`config.mk`:
```
export PLATFORM = sky130hd
export DESIGN_NAME = nvc_nested_vectored_irq_unit
export DESIGN_NICKNAME = d
export VERILOG_FILES = /design/src/rtl/nvc_pkg.sv /design/src/rtl/nvc_wake_if.sv /design/src/rtl/nvc_nested_vectored_irq_unit.sv /design/src/rtl/nvc_sleep_wake_irq_unit.sv
export SDC_FILE = /design/constraint.sdc
export NUM_CORES = 2
export LEC_CHECK = 0
export ABC_AREA = 1
export BUFFER_PORTS_ARGS = -buffer_cell sky130_fd_sc_hd__buf_2
export CAP_MARGIN = 20
export CORE_UTILIZATION = 39
export CTS_CLUSTER_SIZE = 14
export DETAILED_ROUTE_END_ITERATION = 10
export HOLD_SLACK_MARGIN = 0.03
export PLACE_DENSITY = 0.61
export RECOVER_POWER = 25
export SYNTH_ARGS = -nofsm -noshare
export SYNTH_HDL_FRONTEND = slang
export SYNTH_SLANG_ARGS = --single-unit
```
`constraint.sdc`:
```
create_clock -name i_clk -period 113.2 [get_ports i_clk]
set_input_delay 5.66 -clock i_clk [delete_from_list [all_inputs] [get_ports i_clk]]
set_output_delay 5.66 -clock i_clk [all_outputs]
set_load 0.05 [all_outputs]
```
`src/rtl/nvc_pkg.sv`:
```
// Constants, register map and types shared by the interrupt controller files.
package nvc_pkg;
  localparam int          NVC_NUM_EXT   = 52;
  localparam int          NVC_NUM_SRC   = 54;
  localparam int          NVC_PRIO_W    = 3;
  localparam int          NVC_IP_W      = 4;
  localparam int          NVC_SRC_FAULT = 52;
  localparam int          NVC_SRC_TICK  = 53;
  localparam int          NVC_STACK_CYC = 8;
  localparam logic [3:0]  NVC_IP_FAULT  = 4'h0;
  localparam logic [3:0]  NVC_IP_IDLE   = 4'hf;
  localparam logic [7:0]  NVC_EXC_FAULT = 8'h04;
  localparam logic [7:0]  NVC_EXC_TICK  = 8'h0f;
  localparam logic [7:0]  NVC_EXC_EXT   = 8'h10;
  localparam logic [7:0]  NVC_A_CTRL    = 8'h00;
  localparam logic [7:0]  NVC_A_MASK    = 8'h04;
  localparam logic [7:0]  NVC_A_VBASE   = 8'h08;
  localparam logic [7:0]  NVC_A_RELOAD  = 8'h0c;
  localparam logic [7:0]  NVC_A_TVALUE  = 8'h10;
  localparam logic [7:0]  NVC_A_TPRIO   = 8'h14;
  localparam logic [7:0]  NVC_A_STATUS  = 8'h18;
  localparam logic [7:0]  NVC_A_IMASK   = 8'h1c;
  localparam logic [7:0]  NVC_A_EN0     = 8'h20;
  localparam logic [7:0]  NVC_A_EN1     = 8'h24;
  localparam logic [7:0]  NVC_A_EDGE0   = 8'h28;
  localparam logic [7:0]  NVC_A_EDGE1   = 8'h2c;
  localparam logic [7:0]  NVC_A_PEND0   = 8'h30;
  localparam logic [7:0]  NVC_A_PEND1   = 8'h34;
  localparam logic [7:0]  NVC_A_SWPEND  = 8'h38;
  localparam logic [7:0]  NVC_A_STATE   = 8'h3c;
  localparam logic [7:0]  NVC_A_PRIO0   = 8'h40;
  localparam int          NVC_PRIO_WORDS = 7;
  localparam int          NVC_C_SOR     = 0;
  localparam int          NVC_C_TEN     = 1;
  localparam int          NVC_C_TSEL    = 2;
  localparam int          NVC_VBASE_LSB = 9;
  localparam int          NVC_ST_FAULT  = 0;
  localparam int          NVC_ST_TICK   = 1;
  localparam int          NVC_ST_LATE   = 2;
  localparam int          NVC_ST_WAKE   = 3;
  localparam int          NVC_ST_W      = 4;
  localparam logic [31:0] NVC_VBASE_RST = 32'h0000_0000;
  localparam logic [23:0] NVC_RELOAD_RST = 24'h00_0000;
  localparam logic [2:0]  NVC_CTRL_RST  = 3'h0;
  typedef enum logic [1:0] {
    NVC_ENT_IDLE = 2'b01,
    NVC_ENT_SAVE = 2'b10
  } nvc_entry_e;
endpackage

```
`src/rtl/nvc_wake_if.sv`:
```
// Signals between the main controller and the sleep wake unit.
`timescale 1ns/1ps
interface nvc_wake_if;
  import nvc_pkg::*;
  logic [NVC_NUM_SRC-1:0]          eligible;
  logic [NVC_NUM_SRC*NVC_IP_W-1:0] ip_flat;
  logic [NVC_IP_W-1:0]             run_ip;
  logic                            asleep;
  logic                            wake;
  logic [NVC_IP_W-1:0]             wake_ip;
  modport ctrl (output eligible, ip_flat, run_ip, asleep, input wake, wake_ip);
  modport unit (input eligible, ip_flat, run_ip, asleep, output wake, wake_ip);
endinterface

```
`src/rtl/nvc_nested_vectored_irq_unit.sv`:
```
// Nested vectored interrupt controller with tick timer and register port.
//
// The implementer's own choices: the address-and-strobe port and the placing of the registers.
`timescale 1ns/1ps
// What this block does
// - Accepts 52 external interrupt lines, each with one of eight priority levels.
// - Each external line is configured as level or edge sensitive.
// - Arbitrates pending interrupts by priority and presents the winner to the core.
// - Priorities are software writable; a mask level suppresses equal or lower priorities.
// - System exceptions and peripheral interrupts share one priority scheme.
// - Each peripheral drives one combined interrupt line into the controller.
// - Vector addresses come from a relocatable software programmed vector base.
// - A higher interrupt arriving during state save, before the commit cycle, is serviced first, without new entry.
// - Core state is saved on entry and restored on return by hardware.
// - While asleep a separate wake unit prioritizes interrupts and wakes the core.
// - Supports wait-for-interrupt, wait-for-event and signal-event sleep controls.
// - With sleep-on-return set, returning to thread mode enters sleep.
// - Tick timer raises its own exception; counts system clock or tick clock.
// - A memory protection violation raises a memory management fault exception.
module nvc_nested_vectored_irq_unit
  import nvc_pkg::*;
(
  input  wire logic                   i_clk,
  input  wire logic                   i_rst_n,
  input  wire logic [7:0]             i_addr,
  input  wire logic [31:0]            i_wdata,
  input  wire logic                   i_wr,
  input  wire logic                   i_rd,
  output logic      [31:0]            o_rdata,
  input  wire logic [nvc_pkg::NVC_NUM_EXT-1:0] i_irq_lines,
  input  wire logic                   i_mem_fault,
  input  wire logic                   i_tick_clk,
  input  wire logic                   i_exc_ack,
  input  wire logic                   i_exc_return,
  input  wire logic                   i_wait_irq_sleep,
  input  wire logic                   i_wait_event_sleep,
  input  wire logic                   i_signal_event,
  output logic                        o_exc_req,
  output logic      [7:0]             o_exc_num,
  output logic      [31:0]            o_vector_addr,
  output logic                        o_state_save,
  output logic                        o_entry_done,
  output logic                        o_state_restore,
  output logic                        o_core_sleep,
  output logic                        o_irq
);
  import nvc_pkg::*;
  localparam int N = NVC_NUM_EXT;

  nvc_wake_if wk ();

  logic [N-1:0]          sync1_q, sync2_q, prev_q, edge_pend_q, en_q, edge_q;
  logic [NVC_PRIO_W-1:0] prio_q [N];
  logic [NVC_PRIO_W-1:0] mask_q, tprio_q;
  logic [2:0]            ctrl_q;
  logic [31:0]           vbase_q;
  logic [23:0]           reload_q, tcnt_q;
  logic [NVC_ST_W-1:0]   status_q, imask_q;
  logic                  fault_pend_q, tick_pend_q;
  logic                  t1_q, t2_q, t3_q;
  logic [8:0]            active_q;
  nvc_entry_e            ent_q;
  logic [3:0]            cnt_q;
  logic [5:0]            cur_src_q;
  logic [3:0]            cur_ip_q;
  logic                  asleep_q, wfe_q, event_q;
  logic                  exc_req_q, save_q, done_q, restore_q, irq_q;
  logic [7:0]            num_q;
  logic [31:0]           vaddr_q, rdata_q;

  // Line inputs come from other clock domains and are synchronized first.
  always_ff @(posedge i_clk or negedge i_rst_n)
  begin
    if (!i_rst_n)
    begin
      sync1_q <= '0;
      sync2_q <= '0;
      prev_q  <= '0;
      t1_q    <= 1'b0;
      t2_q    <= 1'b0;
      t3_q    <= 1'b0;
    end
    else
    begin
      sync1_q <= i_irq_lines;
      sync2_q <= sync1_q;
      prev_q  <= sync2_q;
      t1_q    <= i_tick_clk;
      t2_q    <= t1_q;
      t3_q    <= t2_q;
    end
  end

  wire       wr_hit_sw = i_wr && (i_addr == NVC_A_SWPEND);
  wire       commit    = (ent_q == NVC_ENT_SAVE) && (cnt_q == 4'h0);
  wire [N-1:0] rise    = sync2_q & ~prev_q;
  wire [N-1:0] sw_set  = wr_hit_sw ? (N'(1) << i_wdata[5:0]) : '0;
  wire [N-1:0] take    = (commit && cur_src_q < 6'(N)) ? (N'(1) << cur_src_q) : '0;
  wire [N-1:0] pend_ext = (edge_q & edge_pend_q) | (~edge_q & sync2_q);

  // Pending source flags: a set in the same cycle as a take wins.
  always_ff @(posedge i_clk or negedge i_rst_n)
  begin
    if (!i_rst_n)
      edge_pend_q <= '0;
    else
      edge_pend_q <= ((rise & edge_q) | sw_set) | (edge_pend_q & ~take);
  end

  // Tick timer with selectable count clock.
  wire tick_step = ctrl_q[NVC_C_TSEL] ? (t2_q & ~t3_q) : 1'b1;
  wire tick_wrap = ctrl_q[NVC_C_TEN] && tick_step && (tcnt_q == 24'h0);
  always_ff @(posedge i_clk or negedge i_rst_n)
  begin
    if (!i_rst_n)
      tcnt_q <= NVC_RELOAD_RST;
    else if (ctrl_q[NVC_C_TEN] && tick_step)
      tcnt_q <= (tcnt_q == 24'h0) ? reload_q : tcnt_q - 24'h1;
  end

  wire take_fault = commit && (cur_src_q == 6'(NVC_SRC_FAULT));
  wire take_tick  = commit && (cur_src_q == 6'(NVC_SRC_TICK));
  always_ff @(posedge i_clk or negedge i_rst_n)
  begin
    if (!i_rst_n)
    begin
      fault_pend_q <= 1'b0;
      tick_pend_q  <= 1'b0;
    end
    else
    begin
      fault_pend_q <= i_mem_fault | (fault_pend_q & ~take_fault);
      tick_pend_q  <= tick_wrap | (tick_pend_q & ~take_tick);
    end
  end

  // Eligibility and internal priority of all sources; fault outranks all levels.
  logic [NVC_NUM_SRC-1:0] elig;
  logic [3:0]             ip [NVC_NUM_SRC];
  logic [3:0]             best_ip, run_ip;
  logic [5:0]             best_src;
  always_comb
  begin
    for (int i = 0; i < N; i++)
    begin
      ip[i]   = 4'({1'b0, prio_q[i]}) + 4'h1;
      elig[i] = pend_ext[i] && en_q[i] && !(mask_q != 3'h0 && prio_q[i] >= mask_q);
    end
    ip[NVC_SRC_FAULT]   = NVC_IP_FAULT;
    elig[NVC_SRC_FAULT] = fault_pend_q;
    ip[NVC_SRC_TICK]    = 4'({1'b0, tprio_q}) + 4'h1;
    elig[NVC_SRC_TICK]  = tick_pend_q && !(mask_q != 3'h0 && tprio_q >= mask_q);
    best_ip  = NVC_IP_IDLE;
    best_src = 6'h0;
    for (int i = 0; i < NVC_NUM_SRC; i++)
    begin
      if (elig[i] && ip[i] < best_ip)
      begin
        best_ip  = ip[i];
        best_src = 6'(i);
      end
    end
    run_ip = NVC_IP_IDLE;
    for (int l = 8; l >= 0; l--)
    begin
      if (active_q[l])
        run_ip = 4'(l);
    end
  end

  wire preempt = best_ip < run_ip;
  // An arrival in the commit cycle is left for the next entry, so the number stays true.
  wire late    = (ent_q == NVC_ENT_SAVE) && !commit && (best_ip < cur_ip_q);
  wire ret_ok  = i_exc_return && (ent_q == NVC_ENT_IDLE) && (active_q != 9'h0);
  wire [8:0] popped = active_q & (active_q - 9'h1);
  wire sor_sleep = ret_ok && (popped == 9'h0) && ctrl_q[NVC_C_SOR];

  // Exception entry: state save runs a fixed count; late arrivals retarget it.
  always_ff @(posedge i_clk or negedge i_rst_n)
  begin
    if (!i_rst_n)
    begin
      ent_q     <= NVC_ENT_IDLE;
      cnt_q     <= 4'h0;
      cur_src_q <= 6'h0;
      cur_ip_q  <= NVC_IP_IDLE;
      active_q  <= 9'h0;
    end
    else
    begin
      unique case (ent_q)
        NVC_ENT_IDLE:
        begin
          if (i_exc_ack && exc_req_q && preempt)
          begin
            ent_q     <= NVC_ENT_SAVE;
            cnt_q     <= 4'(NVC_STACK_CYC - 1);
            cur_src_q <= best_src;
            cur_ip_q  <= best_ip;
          end
          if (ret_ok)
            active_q <= popped;
        end
        NVC_ENT_SAVE:
        begin
          if (late)
          begin
            cur_src_q <= best_src;
            cur_ip_q  <= best_ip;
          end
          if (commit)
          begin
            ent_q    <= NVC_ENT_IDLE;
            active_q <= active_q | (9'h1 << cur_ip_q);
          end
          else
            cnt_q <= cnt_q - 4'h1;
        end
      endcase
    end
  end

  wire [5:0] out_src = (ent_q == NVC_ENT_IDLE) ? best_src : (late ? best_src : cur_src_q);
  wire [7:0] num_d   = (out_src == 6'(NVC_SRC_FAULT)) ? NVC_EXC_FAULT :
                       (out_src == 6'(NVC_SRC_TICK))  ? NVC_EXC_TICK  :
                       NVC_EXC_EXT + 8'(out_src);
  wire [31:0] vaddr_d = vbase_q + {22'h0, num_d, 2'b00};

  // Sleep control: the event latch lets a signal-event cancel or end a wait.
  wire wake_evt = asleep_q && (wk.wake || (wfe_q && event_q));
  wire go_sleep = i_wait_irq_sleep || (i_wait_event_sleep && !event_q) || sor_sleep;
  always_ff @(posedge i_clk or negedge i_rst_n)
  begin
    if (!i_rst_n)
    begin
      asleep_q <= 1'b0;
      wfe_q    <= 1'b0;
      event_q  <= 1'b0;
    end
    else
    begin
      if (wake_evt)
        asleep_q <= 1'b0;
      else if (go_sleep)
        asleep_q <= 1'b1;
      if (go_sleep && !asleep_q)
        wfe_q <= i_wait_event_sleep && !i_wait_irq_sleep;
      event_q <= i_signal_event ||
                 (event_q && !i_wait_event_sleep && !(wake_evt && wfe_q));
    end
  end

  assign wk.eligible = elig;
  assign wk.run_ip   = run_ip;
  assign wk.asleep   = asleep_q;
  for (genvar g = 0; g < NVC_NUM_SRC; g++)
  begin : g_ip
    assign wk.ip_flat[g*NVC_IP_W +: NVC_IP_W] = ip[g];
  end

  nvc_sleep_wake_irq_unit u_wake (
    .i_clk   (i_clk),
    .i_rst_n (i_rst_n),
    .wk      (wk)
  );

  // Register port writes.
  wire [2:0] pword = i_addr[4:2];
  wire       pwr   = i_wr && i_addr >= NVC_A_PRIO0 && pword < 3'(NVC_PRIO_WORDS)
                     && i_addr[7:5] == 3'h2;
  always_ff @(posedge i_clk or negedge i_rst_n)
  begin
    if (!i_rst_n)
    begin
      ctrl_q   <= NVC_CTRL_RST;
      mask_q   <= '0;
      tprio_q  <= '0;
      vbase_q  <= NVC_VBASE_RST;
      reload_q <= NVC_RELOAD_RST;
      imask_q  <= '0;
      en_q     <= '0;
      edge_q   <= '0;
      for (int i = 0; i < N; i++)
        prio_q[i] <= '0;
    end
    else
    begin
      if (i_wr)
      begin
        unique case (i_addr)
          NVC_A_CTRL:   ctrl_q   <= i_wdata[2:0];
          NVC_A_MASK:   mask_q   <= i_wdata[2:0];
          NVC_A_VBASE:  vbase_q  <= {i_wdata[31:NVC_VBASE_LSB], 9'h0};
          NVC_A_RELOAD: reload_q <= i_wdata[23:0];
          NVC_A_TPRIO:  tprio_q  <= i_wdata[2:0];
          NVC_A_IMASK:  imask_q  <= i_wdata[NVC_ST_W-1:0];
          NVC_A_EN0:    en_q[31:0] <= i_wdata;
          NVC_A_EN1:    en_q[N-1:32] <= i_wdata[N-33:0];
          NVC_A_EDGE0:  edge_q[31:0] <= i_wdata;
          NVC_A_EDGE1:  edge_q[N-1:32] <= i_wdata[N-33:0];
          default:      ;
        endcase
      end
      if (pwr)
      begin
        for (int k = 0; k < 8; k++)
        begin
          if (int'(pword) * 8 + k < N)
            prio_q[int'(pword) * 8 + k] <= i_wdata[4*k +: NVC_PRIO_W];
        end
      end
    end
  end

  // Status flags clear on read; a new event in the reading cycle still sets.
  wire                rd_status = i_rd && (i_addr == NVC_A_STATUS);
  wire [NVC_ST_W-1:0] st_set    = {wk.wake & asleep_q, late, tick_wrap, i_mem_fault};
  wire [NVC_ST_W-1:0] status_d  = st_set | (rd_status ? '0 : status_q);

  logic [31:0] rmux;
  always_comb
  begin
    rmux = 32'h0;
    unique case (i_addr)
      NVC_A_CTRL:   rmux = {29'h0, ctrl_q};
      NVC_A_MASK:   rmux = {29'h0, mask_q};
      NVC_A_VBASE:  rmux = vbase_q;
      NVC_A_RELOAD: rmux = {8'h0, reload_q};
      NVC_A_TVALUE: rmux = {8'h0, tcnt_q};
      NVC_A_TPRIO:  rmux = {29'h0, tprio_q};
      NVC_A_STATUS: rmux = {28'h0, status_q};
      NVC_A_IMASK:  rmux = {28'h0, imask_q};
      NVC_A_EN0:    rmux = en_q[31:0];
      NVC_A_EN1:    rmux = {12'h0, en_q[N-1:32]};
      NVC_A_EDGE0:  rmux = edge_q[31:0];
      NVC_A_EDGE1:  rmux = {12'h0, edge_q[N-1:32]};
      NVC_A_PEND0:  rmux = pend_ext[31:0];
      NVC_A_PEND1:  rmux = {12'h0, pend_ext[N-1:32]};
      NVC_A_STATE:  rmux = {asleep_q, 7'h0, num_q, 6'h0, ent_q, 8'h0};
      default:
      begin
        if (i_addr >= NVC_A_PRIO0 && i_addr[7:5] == 3'h2 && pword < 3'(NVC_PRIO_WORDS))
        begin
          for (int k = 0; k < 8; k++)
          begin
            if (int'(pword) * 8 + k < N)
              rmux[4*k +: NVC_PRIO_W] = prio_q[int'(pword) * 8 + k];
          end
        end
      end
    endcase
  end

  // Every output is registered.
  always_ff @(posedge i_clk or negedge i_rst_n)
  begin
    if (!i_rst_n)
    begin
      status_q  <= '0;
      rdata_q   <= 32'h0;
      exc_req_q <= 1'b0;
      num_q     <= 8'h0;
      vaddr_q   <= 32'h0;
      save_q    <= 1'b0;
      done_q    <= 1'b0;
      restore_q <= 1'b0;
      irq_q     <= 1'b0;
    end
    else
    begin
      status_q  <= status_d;
      rdata_q   <= i_rd ? rmux : 32'h0;
      exc_req_q <= (ent_q == NVC_ENT_IDLE) && preempt && !asleep_q && !i_exc_ack;
      num_q     <= num_d;
      vaddr_q   <= vaddr_d;
      save_q    <= (ent_q == NVC_ENT_SAVE) && !commit;
      done_q    <= commit;
      restore_q <= ret_ok;
      irq_q     <= |(status_d & imask_q);
    end
  end

  assign o_rdata         = rdata_q;
  assign o_exc_req       = exc_req_q;
  assign o_exc_num       = num_q;
  assign o_vector_addr   = vaddr_q;
  assign o_state_save    = save_q;
  assign o_entry_done    = done_q;
  assign o_state_restore = restore_q;
  assign o_core_sleep    = asleep_q;
  assign o_irq           = irq_q;
endmodule

```
`src/rtl/nvc_sleep_wake_irq_unit.sv`:
```
// Sleep wake unit: prioritizes pending interrupts while the controller sleeps.
`timescale 1ns/1ps
module nvc_sleep_wake_irq_unit
  import nvc_pkg::*;
(
  input  wire logic i_clk,
  input  wire logic i_rst_n,
  nvc_wake_if.unit  wk
);
  logic [NVC_IP_W-1:0] best_ip;
  logic                wake_q;
  logic [NVC_IP_W-1:0] wake_ip_q;

  always_comb
  begin
    best_ip = NVC_IP_IDLE;
    for (int i = 0; i < NVC_NUM_SRC; i++)
    begin
      if (wk.eligible[i] && (wk.ip_flat[i*NVC_IP_W +: NVC_IP_W] < best_ip))
        best_ip = wk.ip_flat[i*NVC_IP_W +: NVC_IP_W];
    end
  end

  // Only an interrupt that would preempt the running level wakes the core.
  always_ff @(posedge i_clk or negedge i_rst_n)
  begin
    if (!i_rst_n)
    begin
      wake_q    <= 1'b0;
      wake_ip_q <= NVC_IP_IDLE;
    end
    else
    begin
      wake_q    <= wk.asleep && (best_ip < wk.run_ip);
      wake_ip_q <= best_ip;
    end
  end

  assign wk.wake    = wake_q;
  assign wk.wake_ip = wake_ip_q;
endmodule

```
==> summary.txt <==
Global routing
  • Gr ovfl total: 0
  • Gr usage total: 31.7%
  • Vias in the first global route: 36.4k
  • Largest net degree at the start of global routing: 175
  • First-pass GRT wire length: 248000 µm
  • Initial antenna violation count: 34

Setup path
  • Slowest stage delay, CP: 0.50 ns
  • Critical path endpoint category: flip-flop
  • CP top delay family: compound AO/OA/AOI/OAI gates
  • FF-to-FF Start: mask_q[2]$_DFFE_PN0P_
  • Critical path class: reg -> reg
  • Crit-path max FO: 21
  • Crit path top cell by count: nand2_1
  • CP startpoint kind: flip-flop
  • Crit path launch: mask_q[2]$_DFFE_PN0P_
  • CP Data Required Time: 113.75 ns
  • Worst endpoint data arrival time: 59.04 ns
  • Crit path buffers/inverters: 56
  • CP max-delay cell: a221oi_2

Timing
  • Post-route minimum period: 58.49 ns
  • Slew @ Worst Pin: 5.68 ns
  • Clk_skew: 0.0313 ns
  • Unrepaired setup endpoints after global routing: false
  • Peak Freq: 17.1 MHz
  • Finish-stage setup viols: 0
  • Final hold viol count: 0
  • TNS Setup: 0 ns
  • Final slew viol count: 148
  • Setup WS post-layout: 54.71 ns
  • Slew headroom: -279%
  • Share of the clock period used by the worst path: 51.7%

Route
  • Post-DR vias/cell: 5.71
  • Vias: 39.8k
  • WL/cell: 24.7 µm
  • Detail Route Antenna Nets: 0
  • Routed wire length: 172000 µm
  • First-pass iteration count of the detailed router: 6
  • Initial DRC Count: 4641
  • DRC: 0

CTS
  • Setup bufs post-CTS: 0
  • Post-cts sizing count: 0
  • Clock Latency Late Sink: 0.66 ns
  • CTS tree: done
  • CTS clk-pin slew, worst paths: 0.06 ns
  • H-tree Lvls: 3
  • CTS Buffer Depth: 3
  • Clock sink count: 657
  • Root buffer cell: clkbuf_16
  • Cts bufs inserted: 73
  • Post-cts hold buffer count: 0

Synthesis
  • Ranking of synthesized cells by area: dfrtp_1 40%, nand2_1 13%, ha_1 8.6%
  • Mapped Cells: 5380
  • Cell variety after synth: 55
  • Syn Std Cell Area: 41100 µm²
  • Flops & latches, synth: 657
  • Synth area leader: dfrtp_1
  • Register area share after synthesis: 40.0%
  • Mapped Avg Cell Area: 7.64 µm²
  • Post-synth EDFFs: 0
  • Async SR Flop Fraction: 100%
  • Top-count cell post-synth: nand2_1
  • Synth Flop Type: dfrtp_1
  • Yosys top cell area share: 39.7%
  • YS warnings: 0
  • Synth cell count leaders: 1442 x nand2_1, 652 x dfrtp_1, 563 x inv_1

Outcome
  • Status: complete, but fails checks
  • Failing checks: max-capacitance violations, max-slew violations

Pwr
  • Clk pwr share: 29.4%
  • Logic pwr share: 37.6%
  • Sw frac: 41.7%
  • Peak VDD IR: 0.0000221 V
  • Switching pwr: 0.000367 W
  • Sequential fraction of design power: 33.0%
  • Pwr per Cell Area: 19.1 nW/µm²
  • Pint: 0.000513 W
  • Static leakage: 22.8 nW

Floorplanning
  • Die Height: 327 µm
  • Initial core utilization: 39.5%
  • Full die area: 107000 µm²
  • Core Box Area: 104000 µm²
  • FP Rows: 118
  • I/O pin count: 181
  • Chip Width: 327 µm

Final layout
  • Area growth, synth to finish: 12.1%
  • Fin cells: 6969
  • Multi-input gate area: 21600 µm²
  • Reg area: 16400 µm²
  • Fin nets: 5915
  • Fill cells: 10.5k
  • Share of cells above drive strength 1: 10.8%
  • Util after Layout: 44.3%

Place
  • Routability Congestion: 1.03
  • IO buf count: 177
  • Post-Place Cells: 6830
  • Place WS: 55.88 ns
  • Detailed placement HPWL: 131000 µm

Hold path
  • HP Class: reg -> reg
  • HP Start: sync1_q[7]$_DFF_PN0_

Job
  • Max Cap Viol: 2
[placed cells by master, fill, tap and decap left out, drive strengths merged, types with 13 or more instances in the layout]
| master | Yosys | layout |
|---|---|---|
| ha | 284 | 284 |
| o211ai | 76 | 76 |
| o22ai | 59 | 59 |
| inv | 618 | 621 |
| nand4 | 26 | 26 |
| nor4 | 16 | 16 |
| nand3 | 523 | 523 |
| nor3 | 48 | 48 |
| o21ai | 581 | 581 |
| clkinv | 13 | 27 |
| xnor2 | 50 | 50 |
| o221ai | 51 | 51 |
| dfrtp | 652 | 652 |
| buf | 20 | 233 |
| o31ai | 13 | 13 |
| clkbuf | 144 | 101 |
| a22oi | 37 | 37 |
| nand3b | 15 | 15 |
| xor2 | 16 | 16 |
| nor2 | 282 | 282 |
| nand2 | 1565 | 1565 |
| a221oi | 52 | 52 |
| a21oi | 166 | 166 |
[final timing paths]
path / to / slack (ns) / cells after the start
min in group asynchronous: cur_src_q[2]$_DFFE_PN0P_ / 7.09 / 1
hold reg to reg: sync2_q[7]$_DFF_PN0_ / 0.34 / 0
max in group asynchronous: o_rdata[0]$_DFF_PN0_ / 100.90 / 3
setup / recovery: o_exc_num[4]$_DFF_PN0_ / 54.71 / 443
setup reg to reg: o_exc_num[4]$_DFF_PN0_ / 54.71 / 443
hold / removal: sync2_q[7]$_DFF_PN0_ / 0.34 / 0
[logic make-up (layout without fill, tap and decap cells)]
logic type | count (synthesis) | count (layout) | synth area share (%)
AOI/OAI and AO/OA | 1087 | 1087 | 15.7
xor gates and xnor gates | 66 | 66 | 1.41
adders and majority gates | 284 | 284 | 8.65
buffers and inverters | 796 | 994 | 7.49
DFF | 657 | 657 | 40.0
muxes | 13 | 13 | 0.320
other | 1 | 12 | 0.00912
and+or+nand+nor | 2476 | 2476 | 26.4
[state kept, by name, indices dropped and copies added, names as in the netlist, 6 cells and up]
| name | flops |
|---|---|
| cur_src_q | 6 |
| edge_pend_q | 52 |
| o_exc_num | 6 |
| prev_q | 52 |
| o_vector_addr | 24 |
| sync2_q | 52 |
| prio_q | 156 |
| reload_q | 24 |
| tcnt_q | 24 |
| vbase_q | 23 |
| edge_q | 52 |
| active_q | 9 |
| en_q | 52 |
| o_rdata | 32 |
| sync1_q | 52 |
[final cells by class]
| type | count | area share (%) |
|---|---|---|
| antenna | 9 | 0.0489 |
| clock buffer | 98 | 4.45 |
| clock inverter | 29 | 1.07 |
| inverter | 631 | 5.15 |
| multi-input combinational | 3929 | 46.9 |
| sequential | 657 | 35.7 |
| tap | 1380 | 3.75 |
| timing repair buffer | 236 | 2.92 |
[routing by layer]
metal  vias to the layer above  part of all wire [%]  GRT usage [%]
met2                      1991                    41           45.7
met3                       458                    10           7.38
li1                      18400                     -              -
met4                        24                   6.8           18.9
met1                     19000                    41           43.2
met5                         -                 0.092              0
[metrics by stage]
stage | instance area (µm²) | total power [W] | hold WS (ns)
finish | 46100 | 0.000880 | 0.341
detailed placement | 43500 | 0.000617 | 0.335
global placement | 43500 | 0.000615 | 0.332
CTS | 46000 | 0.000875 | 0.342
global route | 46000 | 0.000931 | 0.352
floorplan | 41100 | 0.000520 | 0.331
[power by group through the flow]
stage	Clock (W)	Combinational (W)	Sequential (W)
final	0.000258	0.000331	0.000290
after global routing	0.000269	0.000369	0.000292
after CTS	0.000260	0.000326	0.000289
after detailed placement	0	0.000324	0.000293
after global placement	0	0.000322	0.000293
after floorplan	0	0.000234	0.000286
Power figures use the tool's default switching activity.
